[config.mk]
export PLATFORM = sky130hd
export DESIGN_NAME = clock_source_and_prescaler_control
export DESIGN_NICKNAME = d
export VERILOG_FILES = /design/src/inc/clk_ctl_pkg.sv /design/src/logic/clock_source_and_prescaler_control.sv
export SDC_FILE = /design/constraint.sdc
export NUM_CORES = 1
export LEC_CHECK = 0
export ABC_AREA = 1
export BUFFER_PORTS_ARGS = -buffer_cell sky130_fd_sc_hd__buf_4
export CAP_MARGIN = 20
export CORE_MARGIN = 3
export CORE_UTILIZATION = 45
export DETAILED_ROUTE_END_ITERATION = 16
export PLACE_DENSITY = 0.78
export SYNTH_ARGS = -nofsm -noshare
export SYNTH_HDL_FRONTEND = slang
export SYNTH_SLANG_ARGS = --single-unit
export TNS_END_PERCENT = 1
[constraint.sdc]
create_clock -name sys_clk -period 1.66 [get_ports sys_clk]
set_input_delay 0.083 -clock sys_clk [delete_from_list [all_inputs] [get_ports sys_clk]]
set_output_delay 0.083 -clock sys_clk [all_outputs]
set_load 0.1 [all_outputs]
[src/inc/clk_ctl_pkg.sv]
package clk_ctl_pkg;

  // Register offsets on the memory-manipulation port
  localparam logic [15:0] LS_MODE_ADDR   = 16'hFF58;
  localparam logic [15:0] STAB_SEL_ADDR  = 16'hFFF4;

  // Field positions and reset values
  localparam int          LS_STOP_BIT    = 0;
  localparam logic [7:0]  LS_MODE_RST    = 8'h00;
  localparam logic [1:0]  STAB_SEL_RST   = 2'h3;
  localparam logic [1:0]  PDIV_RST       = 2'h0;
  localparam logic [2:0]  CDIV_RST       = 3'h0;

  // Divider codes: peripheral 0..2, cpu 0..4
  localparam logic [1:0]  PDIV_MAX       = 2'h2;
  localparam logic [2:0]  CDIV_MAX       = 3'h4;

  // System clock source codes from the configuration byte
  localparam logic [1:0]  SRC_HS_INT     = 2'h0;
  localparam logic [1:0]  SRC_RESONATOR  = 2'h1;
  localparam logic [1:0]  SRC_EXT_CLK    = 2'h2;

  // Stabilization waits in system clock cycles
  localparam int          STAB_CYC_0     = 1024;
  localparam int          STAB_CYC_1     = 4096;
  localparam int          STAB_CYC_2     = 32768;
  localparam int          STAB_CYC_3     = 131072;

  // Cycles per fastest instruction
  localparam logic [1:0]  INSTR_CPU_CLKS = 2'h2;

  typedef enum logic [2:0] {
    ST_BOOT_OSC,
    ST_BOOT_STAB,
    ST_RUN,
    ST_STOP,
    ST_OSC_WAIT,
    ST_STAB
  } fsm_t;

  // Configuration byte as seen by the block
  typedef struct packed {
    logic [1:0] clk_src;
    logic       ls_stoppable;
    logic [1:0] boot_stab;
  } cfg_t;

  // Register access strobes from the CPU core
  typedef struct packed {
    logic [15:0] addr;
    logic        wr;
    logic        bit_wr;
    logic [2:0]  bit_idx;
    logic        bit_val;
    logic [7:0]  wdata;
  } reg_req_t;

  // Oscillator pin usage
  typedef struct packed {
    logic osc_in_is_port;
    logic osc_out_is_port;
    logic ext_clk_on_in;
    logic resonator_on;
  } pin_mode_t;

endpackage

[src/logic/clock_source_and_prescaler_control.sv]
`timescale 1ns/10ps

module clock_source_and_prescaler_control #(
  parameter int STAB_CYC_0_P = clk_ctl_pkg::STAB_CYC_0,
  parameter int STAB_CYC_1_P = clk_ctl_pkg::STAB_CYC_1,
  parameter int STAB_CYC_2_P = clk_ctl_pkg::STAB_CYC_2,
  parameter int STAB_CYC_3_P = clk_ctl_pkg::STAB_CYC_3
) (
  // Clock and reset
  input  wire logic                   sys_clk,
  input  wire logic                   rst_b,
  // Configuration byte
  input  wire clk_ctl_pkg::cfg_t      cfg,
  // Register port
  input  wire clk_ctl_pkg::reg_req_t  reg_req,
  output logic [7:0]                  reg_rdata,
  // Divider settings from the divider registers
  input  wire logic [1:0]             periph_div_sel,
  input  wire logic [2:0]             cpu_div_sel,
  // Standby control and wake events
  input  wire logic                   stop_req,
  input  wire logic                   wake_in,
  input  wire logic                   osc_started_in,
  // Clock enables and sequencing status
  output logic                        periph_tick,
  output logic                        cpu_tick,
  output logic                        instr_tick,
  output logic                        sys_clk_run,
  output logic                        stab_busy,
  // Low-speed oscillator and its consumers
  output logic                        low_speed_osc_en,
  output logic                        watchdog_src_forced,
  output logic                        watchdog_run,
  output logic                        interval_timer_h_run,
  // Oscillator pins
  output clk_ctl_pkg::pin_mode_t      pin_mode
);
  import clk_ctl_pkg::*;

  typedef struct packed {
    // Sequencer
    fsm_t       state;
    // Divider counters and the ratios in force
    logic [1:0] pdiv_cnt;
    logic [3:0] cdiv_cnt;
    logic [1:0] pdiv_act;
    logic [2:0] cdiv_act;
    // Clock enable pulses
    logic       periph_tick;
    logic       cpu_tick;
    logic [1:0] instr_cnt;
    logic       instr_tick;
    // Software-visible register bits
    logic       ls_stop;
    logic [1:0] stab_sel;
    // Stabilization wait, counted down
    logic [17:0] stab_cnt;
    // Registered read data
    logic [7:0] rdata;
    // Low-speed oscillator and its consumers
    logic       ls_en;
    logic       wd_forced;
    logic       wd_run;
    logic       tm_run;
    // Sequencing status
    logic       clk_run;
    logic       busy;
    // Oscillator pin usage
    pin_mode_t  pins;
    // Two-flop synchronisers for the pin inputs
    logic       wake_s1;
    logic       wake_s2;
    logic       osc_s1;
    logic       osc_s2;
  } st_t;

  st_t st_reg;
  st_t st_next;

  // Wait length for a select code
  // Lengths are parameters so that a bench can shorten them
  function automatic logic [17:0] stab_len(input logic [1:0] code);
    logic [17:0] len;
    len = 18'(STAB_CYC_0_P);
    unique case (code)
      2'h0: len = 18'(STAB_CYC_0_P);
      2'h1: len = 18'(STAB_CYC_1_P);
      2'h2: len = 18'(STAB_CYC_2_P);
      2'h3: len = 18'(STAB_CYC_3_P);
    endcase
    return len;
  endfunction

  // Peripheral divider period minus one
  function automatic logic [1:0] pdiv_lim(input logic [1:0] code);
    logic [1:0] lim;
    lim = 2'h0;
    unique case (code)
      2'h0: lim = 2'h0;
      2'h1: lim = 2'h1;
      2'h2: lim = 2'h3;
      // Prohibited code; the caller never loads it
      default: lim = 2'h0;
    endcase
    return lim;
  endfunction

  // Cpu divider period minus one
  function automatic logic [3:0] cdiv_lim(input logic [2:0] code);
    logic [3:0] lim;
    lim = 4'h0;
    unique case (code)
      3'h0: lim = 4'h0;
      3'h1: lim = 4'h1;
      3'h2: lim = 4'h3;
      3'h3: lim = 4'h7;
      3'h4: lim = 4'hF;
      // Unused codes; the caller never loads them
      default: lim = 4'h0;
    endcase
    return lim;
  endfunction

  // Next-state logic for the whole block
  always_comb
  begin
    logic resonator;
    logic running;
    logic standby;
    // Decode used all through the process
    resonator = (cfg.clk_src == SRC_RESONATOR);
    running   = (st_reg.state == ST_RUN);
    standby   = !running;
    st_next   = st_reg;

    // Pin inputs pass two flops before use
    st_next.wake_s1 = wake_in;
    st_next.wake_s2 = st_reg.wake_s1;
    st_next.osc_s1  = osc_started_in;
    st_next.osc_s2  = st_reg.osc_s1;

    // Source sequencing around reset and stop
    st_next.busy = 1'b0;
    unique case (st_reg.state)
      ST_BOOT_OSC:
      begin
        // Boot wait comes from the configuration byte, not the select register
        if (!resonator)
          st_next.state = ST_RUN;
        else if (st_reg.osc_s2)
        begin
          st_next.stab_cnt = stab_len(cfg.boot_stab);
          st_next.state    = ST_BOOT_STAB;
          st_next.busy     = 1'b1;
        end
      end
      ST_BOOT_STAB, ST_STAB:
      begin
        st_next.busy = 1'b1;
        // Counter reaches one on the last waited cycle
        if (st_reg.stab_cnt <= 18'h00001)
        begin
          st_next.stab_cnt = 18'h00000;
          st_next.state    = ST_RUN;
          st_next.busy     = 1'b0;
        end
        else
          st_next.stab_cnt = st_reg.stab_cnt - 18'h00001;
      end
      ST_RUN:
      begin
        // A wake seen here is stale and ignored
        if (stop_req)
          st_next.state = ST_STOP;
      end
      ST_STOP:
      begin
        // Stop requests are refused until the clock is back
        if (st_reg.wake_s2)
          st_next.state = resonator ? ST_OSC_WAIT : ST_RUN;
      end
      ST_OSC_WAIT:
      begin
        // Count only once the oscillator is swinging
        if (st_reg.osc_s2)
        begin
          st_next.stab_cnt = stab_len(st_reg.stab_sel);
          st_next.state    = ST_STAB;
          st_next.busy     = 1'b1;
        end
      end
      default:
      begin
        // Unused codes restart the sequence rather than hang
        st_next.state = ST_BOOT_OSC;
      end
    endcase
    // Clock gate opens together with the run state
    st_next.clk_run = (st_next.state == ST_RUN);

    // Peripheral prescaler; new ratio taken only at a period end
    // Counters hold in standby and resume mid-period after wake
    st_next.periph_tick = 1'b0;
    if (running)
    begin
      if (st_reg.pdiv_cnt >= pdiv_lim(st_reg.pdiv_act))
      begin
        st_next.periph_tick = 1'b1;
        st_next.pdiv_cnt    = 2'h0;
        if (periph_div_sel <= PDIV_MAX)
          st_next.pdiv_act = periph_div_sel;
      end
      else
        st_next.pdiv_cnt = st_reg.pdiv_cnt + 2'h1;
    end

    // Cpu divider counts peripheral ticks
    // Only advances on a peripheral tick, so cpu ticks align with it
    st_next.cpu_tick = 1'b0;
    if (running && st_next.periph_tick)
    begin
      if (st_reg.cdiv_cnt >= cdiv_lim(st_reg.cdiv_act))
      begin
        st_next.cpu_tick = 1'b1;
        st_next.cdiv_cnt = 4'h0;
        if (cpu_div_sel <= CDIV_MAX)
          st_next.cdiv_act = cpu_div_sel;
      end
      else
        st_next.cdiv_cnt = st_reg.cdiv_cnt + 4'h1;
    end

    // Fastest instruction slot every two cpu clocks
    // Phase carries across divider changes
    st_next.instr_tick = 1'b0;
    if (st_next.cpu_tick)
    begin
      if (st_reg.instr_cnt >= INSTR_CPU_CLKS - 2'h1)
      begin
        st_next.instr_tick = 1'b1;
        st_next.instr_cnt  = 2'h0;
      end
      else
        st_next.instr_cnt = st_reg.instr_cnt + 2'h1;
    end

    // Register writes; select register ignores bit writes
    // A byte write wins over a bit write in the same cycle
    if (reg_req.wr && reg_req.addr == LS_MODE_ADDR)
      st_next.ls_stop = reg_req.wdata[LS_STOP_BIT];
    else if (reg_req.bit_wr && reg_req.addr == LS_MODE_ADDR
             && reg_req.bit_idx == 3'(LS_STOP_BIT))
      st_next.ls_stop = reg_req.bit_val;
    if (reg_req.wr && reg_req.addr == STAB_SEL_ADDR)
      st_next.stab_sel = reg_req.wdata[1:0];

    // Read data; unused bits and unmapped addresses give zero
    // Registered one cycle behind the address, on every cycle
    unique case (reg_req.addr)
      LS_MODE_ADDR:  st_next.rdata = {7'h00, st_reg.ls_stop};
      STAB_SEL_ADDR: st_next.rdata = {6'h00, st_reg.stab_sel};
      default:       st_next.rdata = 8'h00;
    endcase

    // Low-speed oscillator; the mode bit is only obeyed if allowed
    // The stored bit still reads back when locked; only its effect is masked
    // Watchdog stops in standby only when software may stop the oscillator
    st_next.ls_en     = !(cfg.ls_stoppable && st_reg.ls_stop);
    st_next.wd_forced = !cfg.ls_stoppable;
    st_next.wd_run    = st_next.ls_en && (!cfg.ls_stoppable || !standby);
    st_next.tm_run    = st_next.ls_en;

    // Oscillator pin usage per source
    // Code 3 is unused and behaves as the internal oscillator
    st_next.pins.resonator_on    = resonator;
    st_next.pins.ext_clk_on_in   = (cfg.clk_src == SRC_EXT_CLK);
    st_next.pins.osc_in_is_port  = !resonator
                                   && (cfg.clk_src != SRC_EXT_CLK);
    st_next.pins.osc_out_is_port = !resonator;

    // Synchronous reset; select reset value is a defined choice
    // Placed last so it overrides every field above
    // Stop bit cleared, low-speed oscillator running from the first cycle
    if (!rst_b)
    begin
      st_next          = '0;
      st_next.state    = ST_BOOT_OSC;
      st_next.ls_stop  = LS_MODE_RST[LS_STOP_BIT];
      st_next.stab_sel = STAB_SEL_RST;
      st_next.pdiv_act = PDIV_RST;
      st_next.cdiv_act = CDIV_RST;
      st_next.ls_en    = 1'b1;
      st_next.tm_run   = 1'b1;
    end
  end

  // State register
  always_ff @(posedge sys_clk)
  begin
    st_reg <= st_next;
  end

  // Read data straight from the state register
  assign reg_rdata            = st_reg.rdata;

  // Clock enables and sequencing status
  assign periph_tick          = st_reg.periph_tick;
  assign cpu_tick             = st_reg.cpu_tick;
  assign instr_tick           = st_reg.instr_tick;
  assign sys_clk_run          = st_reg.clk_run;
  assign stab_busy            = st_reg.busy;

  // Low-speed oscillator and its consumers
  assign low_speed_osc_en     = st_reg.ls_en;
  assign watchdog_src_forced  = st_reg.wd_forced;
  assign watchdog_run         = st_reg.wd_run;
  assign interval_timer_h_run = st_reg.tm_run;

  // Oscillator pin usage
  assign pin_mode             = st_reg.pins;

endmodule
Word-level counts from Yosys, hierarchy flattened --
Index checks and enable logic that the tools add are counted.
Storage, ports and cells: flip-flop bits (word level) 61, output and inout bits 21, logic and storage cells 119
Operators by class: $add $sub $neg 4, magnitude comparators 6, equality and inequality tests 26, muxes and demuxes 34, reduce and logical (&&, ||, !) cells 23
Operators with widths (number):
- $pmux 18 s4 | 2
- $mux 18 | 4
- $pmux 18 s3 | 1
- $eq 16x16->1 const B | 2
- $mux 3 | 7
- $le 18x1->1 const B | 1
- $sub 18x1->18 const B | 1
- $pmux 4 s4 | 1
- $eq 3x2->1 const B | 5
- $pmux 3 s5 | 1
- $eq 2x2->1 const B | 6
- $mux 1 | 10
- $eq 3x3->1 const B | 3
- $eq 2x1->1 const B | 4
- $logic_and 1x1->1 | 8
- $mux 4 | 2
- $ne 2x2->1 const B | 4
- $pmux 2 s2 | 2
- $eq 3x1->1 const B | 2
- $logic_not 3->1 | 2
- $mux 2 | 3
- $reduce_and 3->1 | 2
- $add 2x1->2 const B | 2
- $add 4x1->4 const B | 1
- other kinds (14) | 17

Longest topological paths before layout --
depth in word-level cells 12, depth in mapped cells 14, mapped depth without buffers 14

Worst setup path after synthesis --
OpenSTA, ideal clock, no wires.
path type reg-to-reg, start register st_reg[51] in the netlist's numbering, end register st_reg[48] in the netlist's numbering, setup time 0.071 ns, data arrival time 1.658 ns, required time 1.589 ns, path slack -0.069 ns, cell stages (with the launch flop) 14, buffers on the path 0, cells stage by stage dfxtp_1 -> inv_1 -> ha_1 -> inv_1 -> ha_1 -> o21ai_0 -> nand2_1 -> nand2_2 -> inv_2 -> nand2_2 -> inv_2 -> nand2_1 -> nand2_1 -> a21oi_1
On the way: word-level cells in the longest chain between the ends 8
RTL lines:
- start: declaration | line clock_source_and_prescaler_control.sv:77 | st_t st_reg;
- start signal: assignment | line clock_source_and_prescaler_control.sv:300 | st_reg <= st_next;
- $eq 2x2->1 / $eq 2x1->1 (equally long branches) | line clock_source_and_prescaler_control.sv:98 | unique case (code)
- $pmux 2 s2 * | line clock_source_and_prescaler_control.sv:98
- $mux 2 * | line clock_source_and_prescaler_control.sv:204 | if (running)
- $ge 2x2->1 * | line clock_source_and_prescaler_control.sv:206 | if (st_reg.pdiv_cnt >= pdiv_lim(st_reg.pdiv_act))
- $mux 1 * | line clock_source_and_prescaler_control.sv:206
- $mux 1 * | line clock_source_and_prescaler_control.sv:204
- $logic_and 1x1->1 * | line clock_source_and_prescaler_control.sv:220 | if (running && st_next.periph_tick)
- $reduce_and 3->1 (no line) *
Every way passes the cells marked *; elsewhere a longest branch is shown, timed or not. The select of a mux whose other input is x is not followed. A chain may end at the register's enable or synchronous reset.

Worst setup path after layout --
start register st_reg[48] in the netlist's numbering, end register st_reg[48] in the netlist's numbering
On the way: word-level cells in the longest chain between the ends 5
RTL lines:
- $eq 3x3->1 (tied with other cells) | line clock_source_and_prescaler_control.sv:112 | unique case (code)
- $pmux 4 s4 * | line clock_source_and_prescaler_control.sv:112
- $mux 4 * | line clock_source_and_prescaler_control.sv:220
- $ge 4x4->1 * | line clock_source_and_prescaler_control.sv:222 | if (st_reg.cdiv_cnt >= cdiv_lim(st_reg.cdiv_act))
- $reduce_and 3->1 (no line) *
Marks and branches as above.

==> impl_metrics.tcl <==
set metrics [dict create \
    synth_common_cells "nand2_1 (67), nor2_1 (59), dfxtp_1 (55)" \
    holdPathEnd "st_reg[48]" \
    required_ps 1890 \
    layout-drive-gt1-share_pct 28.1 \
    grt_setup_unrepaired "yes" \
    p_sw_share_pct 45.9 \
    max_freq_mhz 549 \
    port-buffer-count 53 \
    path_cells "o21ai_2 -> o21ai_1 -> ha_1 -> inv_1 -> o21bai_1 -> nand3_1 -> nand3_2 -> nand2_4 -> inv_6 -> nand2_2 -> nand2_2 -> a21oi_2" \
    synthAdderAreaFrac_pct 5.52 \
    drt_iter0_markers 137 \
    grt_util_met2_pct 30.9 \
    r2r_slack_ps -160 \
    clockBufferDepth 2 \
    p_int_mw 2.92 \
    netlist_instances 403 \
    totalPowerFinal_mw 5.41 \
    status "finished with violations" \
    grt_max_degree 25 \
    holdCritStartpoint "cpu_div_sel[0]" \
    nets 523 \
    synth_compound_area_share_pct 8.16 \
    setup_slack_ps -160 \
    start_util_pct 48.0 \
    die_h_um 86.9 \
    finalCritPeriodShare_pct 110 \
    yosysUniqueCellTypes 34 \
    grt_pass1_vias 2547 \
    cp_common_cell "nand2_2" \
    ys.flop_type "dfxtp_1" \
    yosysSeqAreaShare_pct 37.4 \
    drv_cap 0 \
    grt-busiest-layer "met2" \
    cts_tree "done" \
    muxShareOfSynthArea_pct 0 \
    area_growth_syn_to_layout_pct 24.6 \
    ys_ff_latch 55 \
    wl_per_cell_um 11.7 \
    synth_top_area_share_pct 37.4 \
    antennaDiodeCount 0 \
    synth.area.top_cells "dfxtp_1 (37%), nand2_1 (8.5%), nor2_1 (7.5%)" \
    crit_path_max_incr_delay_ps 380 \
    yosys_warnings 0 \
    post-place-ws_ps -140 \
    core-area_mm2 0.00613 \
    ir_drop_mv 0.621 \
    critPathMaxFanout 7 \
    synth_xor_area_share_pct 4.76 \
    avgViaCountPerCell 4.86 \
    hold_depth 3 \
    power_leakage_nw 1.74 \
    async_reset_ff_share_pct 0 \
    clock_latency_ps 320 \
    vias 2631 \
    ant_nets 0 \
    hold_violations 0 \
    avgSynthCellArea_um2 7.31 \
    antenna_found_initial 0 \
    drv_slew 0 \
    hold_path_class "in2reg" \
    r2r_cells 12 \
    drt_wl_total_um 6310 \
    endpoint_kind "flip-flop" \
    place_congestion 0.857 \
    synthSimpleGateAreaFrac_pct 32.4 \
    setup.worst_path.start "st_reg[48]" \
    synth_top_cell_by_area "dfxtp_1" \
    r2r-end "st_reg[48]" \
    num_io_pins 66 \
    drt_pre_antenna_iters 4 \
    cellPowerDensity_mw_per_mm2 1470 \
    grt_pass1_wl_um 10800 \
    fin_tns_setup_ps -1120 \
    period_minus_slack_ps 1820 \
    skew_ps 11.8 \
    dieArea_mm2 0.00755 \
    fp-row-count 28 \
    cp.arrival_ps 2050 \
    synth_top_family_by_area "simple AND/OR/NAND/NOR gates" \
    critPathLaunchType "flip-flop" \
    dp_cells 526 \
    synth_edf_count 0 \
    cts.sinks 55 \
    htree_levels 2 \
    failed_checks "setup timing" \
    remaining_drc_errors 0 \
    whs_ps 15.4 \
    regToRegStartpoint "st_reg[48]" \
    fp.dieW_um 86.9 \
    clk_pin_slew_ps 110 \
    critPathBufInv 2 \
    root_buffer "clkbuf_8" \
    combPwrFrac_pct 53.2 \
    cp_top_family "simple AND/OR/NAND/NOR gates" \
    numCtsBuffers 5 \
    seqPwrFrac_pct 31.9 \
    largest_reg_flops 41 \
    yosysMostFrequentCell "nand2_1" \
    setup_viol 12 \
    grtUsageMet3_pct 2.46 \
    crit_type "reg2reg" \
    grtUsageMet1_pct 21.1 \
    globalRouteTotalUtil_pct 17.8 \
    fin_cells 541 \
    syn_area_mm2 0.00294 \
    dp_hpwl_um 4660 \
    power_switching_mw 2.48 \
    grt-ovfl-total 0 \
    clkPwrFrac_pct 14.9 \
    critPathSlowestCell "dfxtp_4" \
]
stage by stage:
step                      area, µm²  util (%)
after floorplan                2970         -
after global placement         3410      55.6
after detailed placement       3410      55.6
after CTS                      3610      58.9
after global routing           3670      59.8
final                          3670      59.8
cell families (layout without fill, tap and decap cells):
| kind of cell | Yosys count | after routing |
|---|---|---|
| DFF | 55 | 55 |
| AOI/OAI and AO/OA | 40 | 40 |
| buffers and inverters | 73 | 131 |
| and+or+nand+nor | 205 | 205 |
| adders and majority gates | 13 | 13 |
| other | 1 | 6 |
| xor gates and xnor gates | 16 | 16 |
power groups by stage:
stage / Combinational, mW / Sequential (mW) / Clock (mW)
after floorplan: 1.81 / 1.95 / 0
after global placement: 2.55 / 1.73 / 0
final: 2.88 / 1.73 / 0.804
after detailed placement: 2.61 / 1.73 / 0
after CTS: 2.73 / 1.72 / 0.828
after global routing: 3.23 / 1.75 / 0.876
cell usage in the layout, fill, tap and decap left out, types with 7 or more instances in the layout:
master / synthesis / layout
nand2_1: 67 / 64
buf_4: 13 / 64
nor2_1: 59 / 58
dfxtp_1: 55 / 51
inv_1: 50 / 48
nand3_1: 33 / 30
nor2_2: 16 / 17
o21ai_0: 16 / 13
xor2_1: 11 / 11
a21oi_1: 12 / 10
ha_1: 13 / 10
nand4_1: 7 / 7
final cells by class:
| type | instances | area, µm² |
|---|---|---|
| clock buffer | 5 | 68.8 |
| clock inverter | 3 | 28.8 |
| fill | 528 | 2460 |
| inverter | 54 | 208 |
| multi-input combinational | 280 | 1620 |
| sequential | 55 | 1110 |
| tap | 75 | 93.8 |
| timing repair buffer | 69 | 541 |
tightest hold or removal path, stage by stage:
cell and delay, ps:
buf_4 110, nand3_2 70, a21oi_2 50
worst max-delay path by stage:
stage,endpoint,slack (ps),depth (start not counted)
after floorplan,st_reg[49],8,13
after global placement,st_reg[48],-60,13
after detailed placement,st_reg[48],-140,12
after CTS,st_reg[49],-60,12
after global routing,st_reg[48],-340,12
final,st_reg[48],-160,12
layer usage:
layer | wire [µm] | part of all wire [%]
met5 | 0 | 0
met1 | 2750 | 43
met3 | 284 | 4.5
met2 | 3160 | 50
met4 | 127 | 2.0
what timing repair did:
action | 4_1_cts | 5_1_grt
resized for setup | 13 | 15
setup buffers | 2 | 1
hold buffers | 4 | 0
pin swaps | 5 | 5
endpoints found under the setup margin | 15 | 32
endpoints found under the hold margin | 5 | 0
Note: power is estimated with default switching activity, not from simulation.
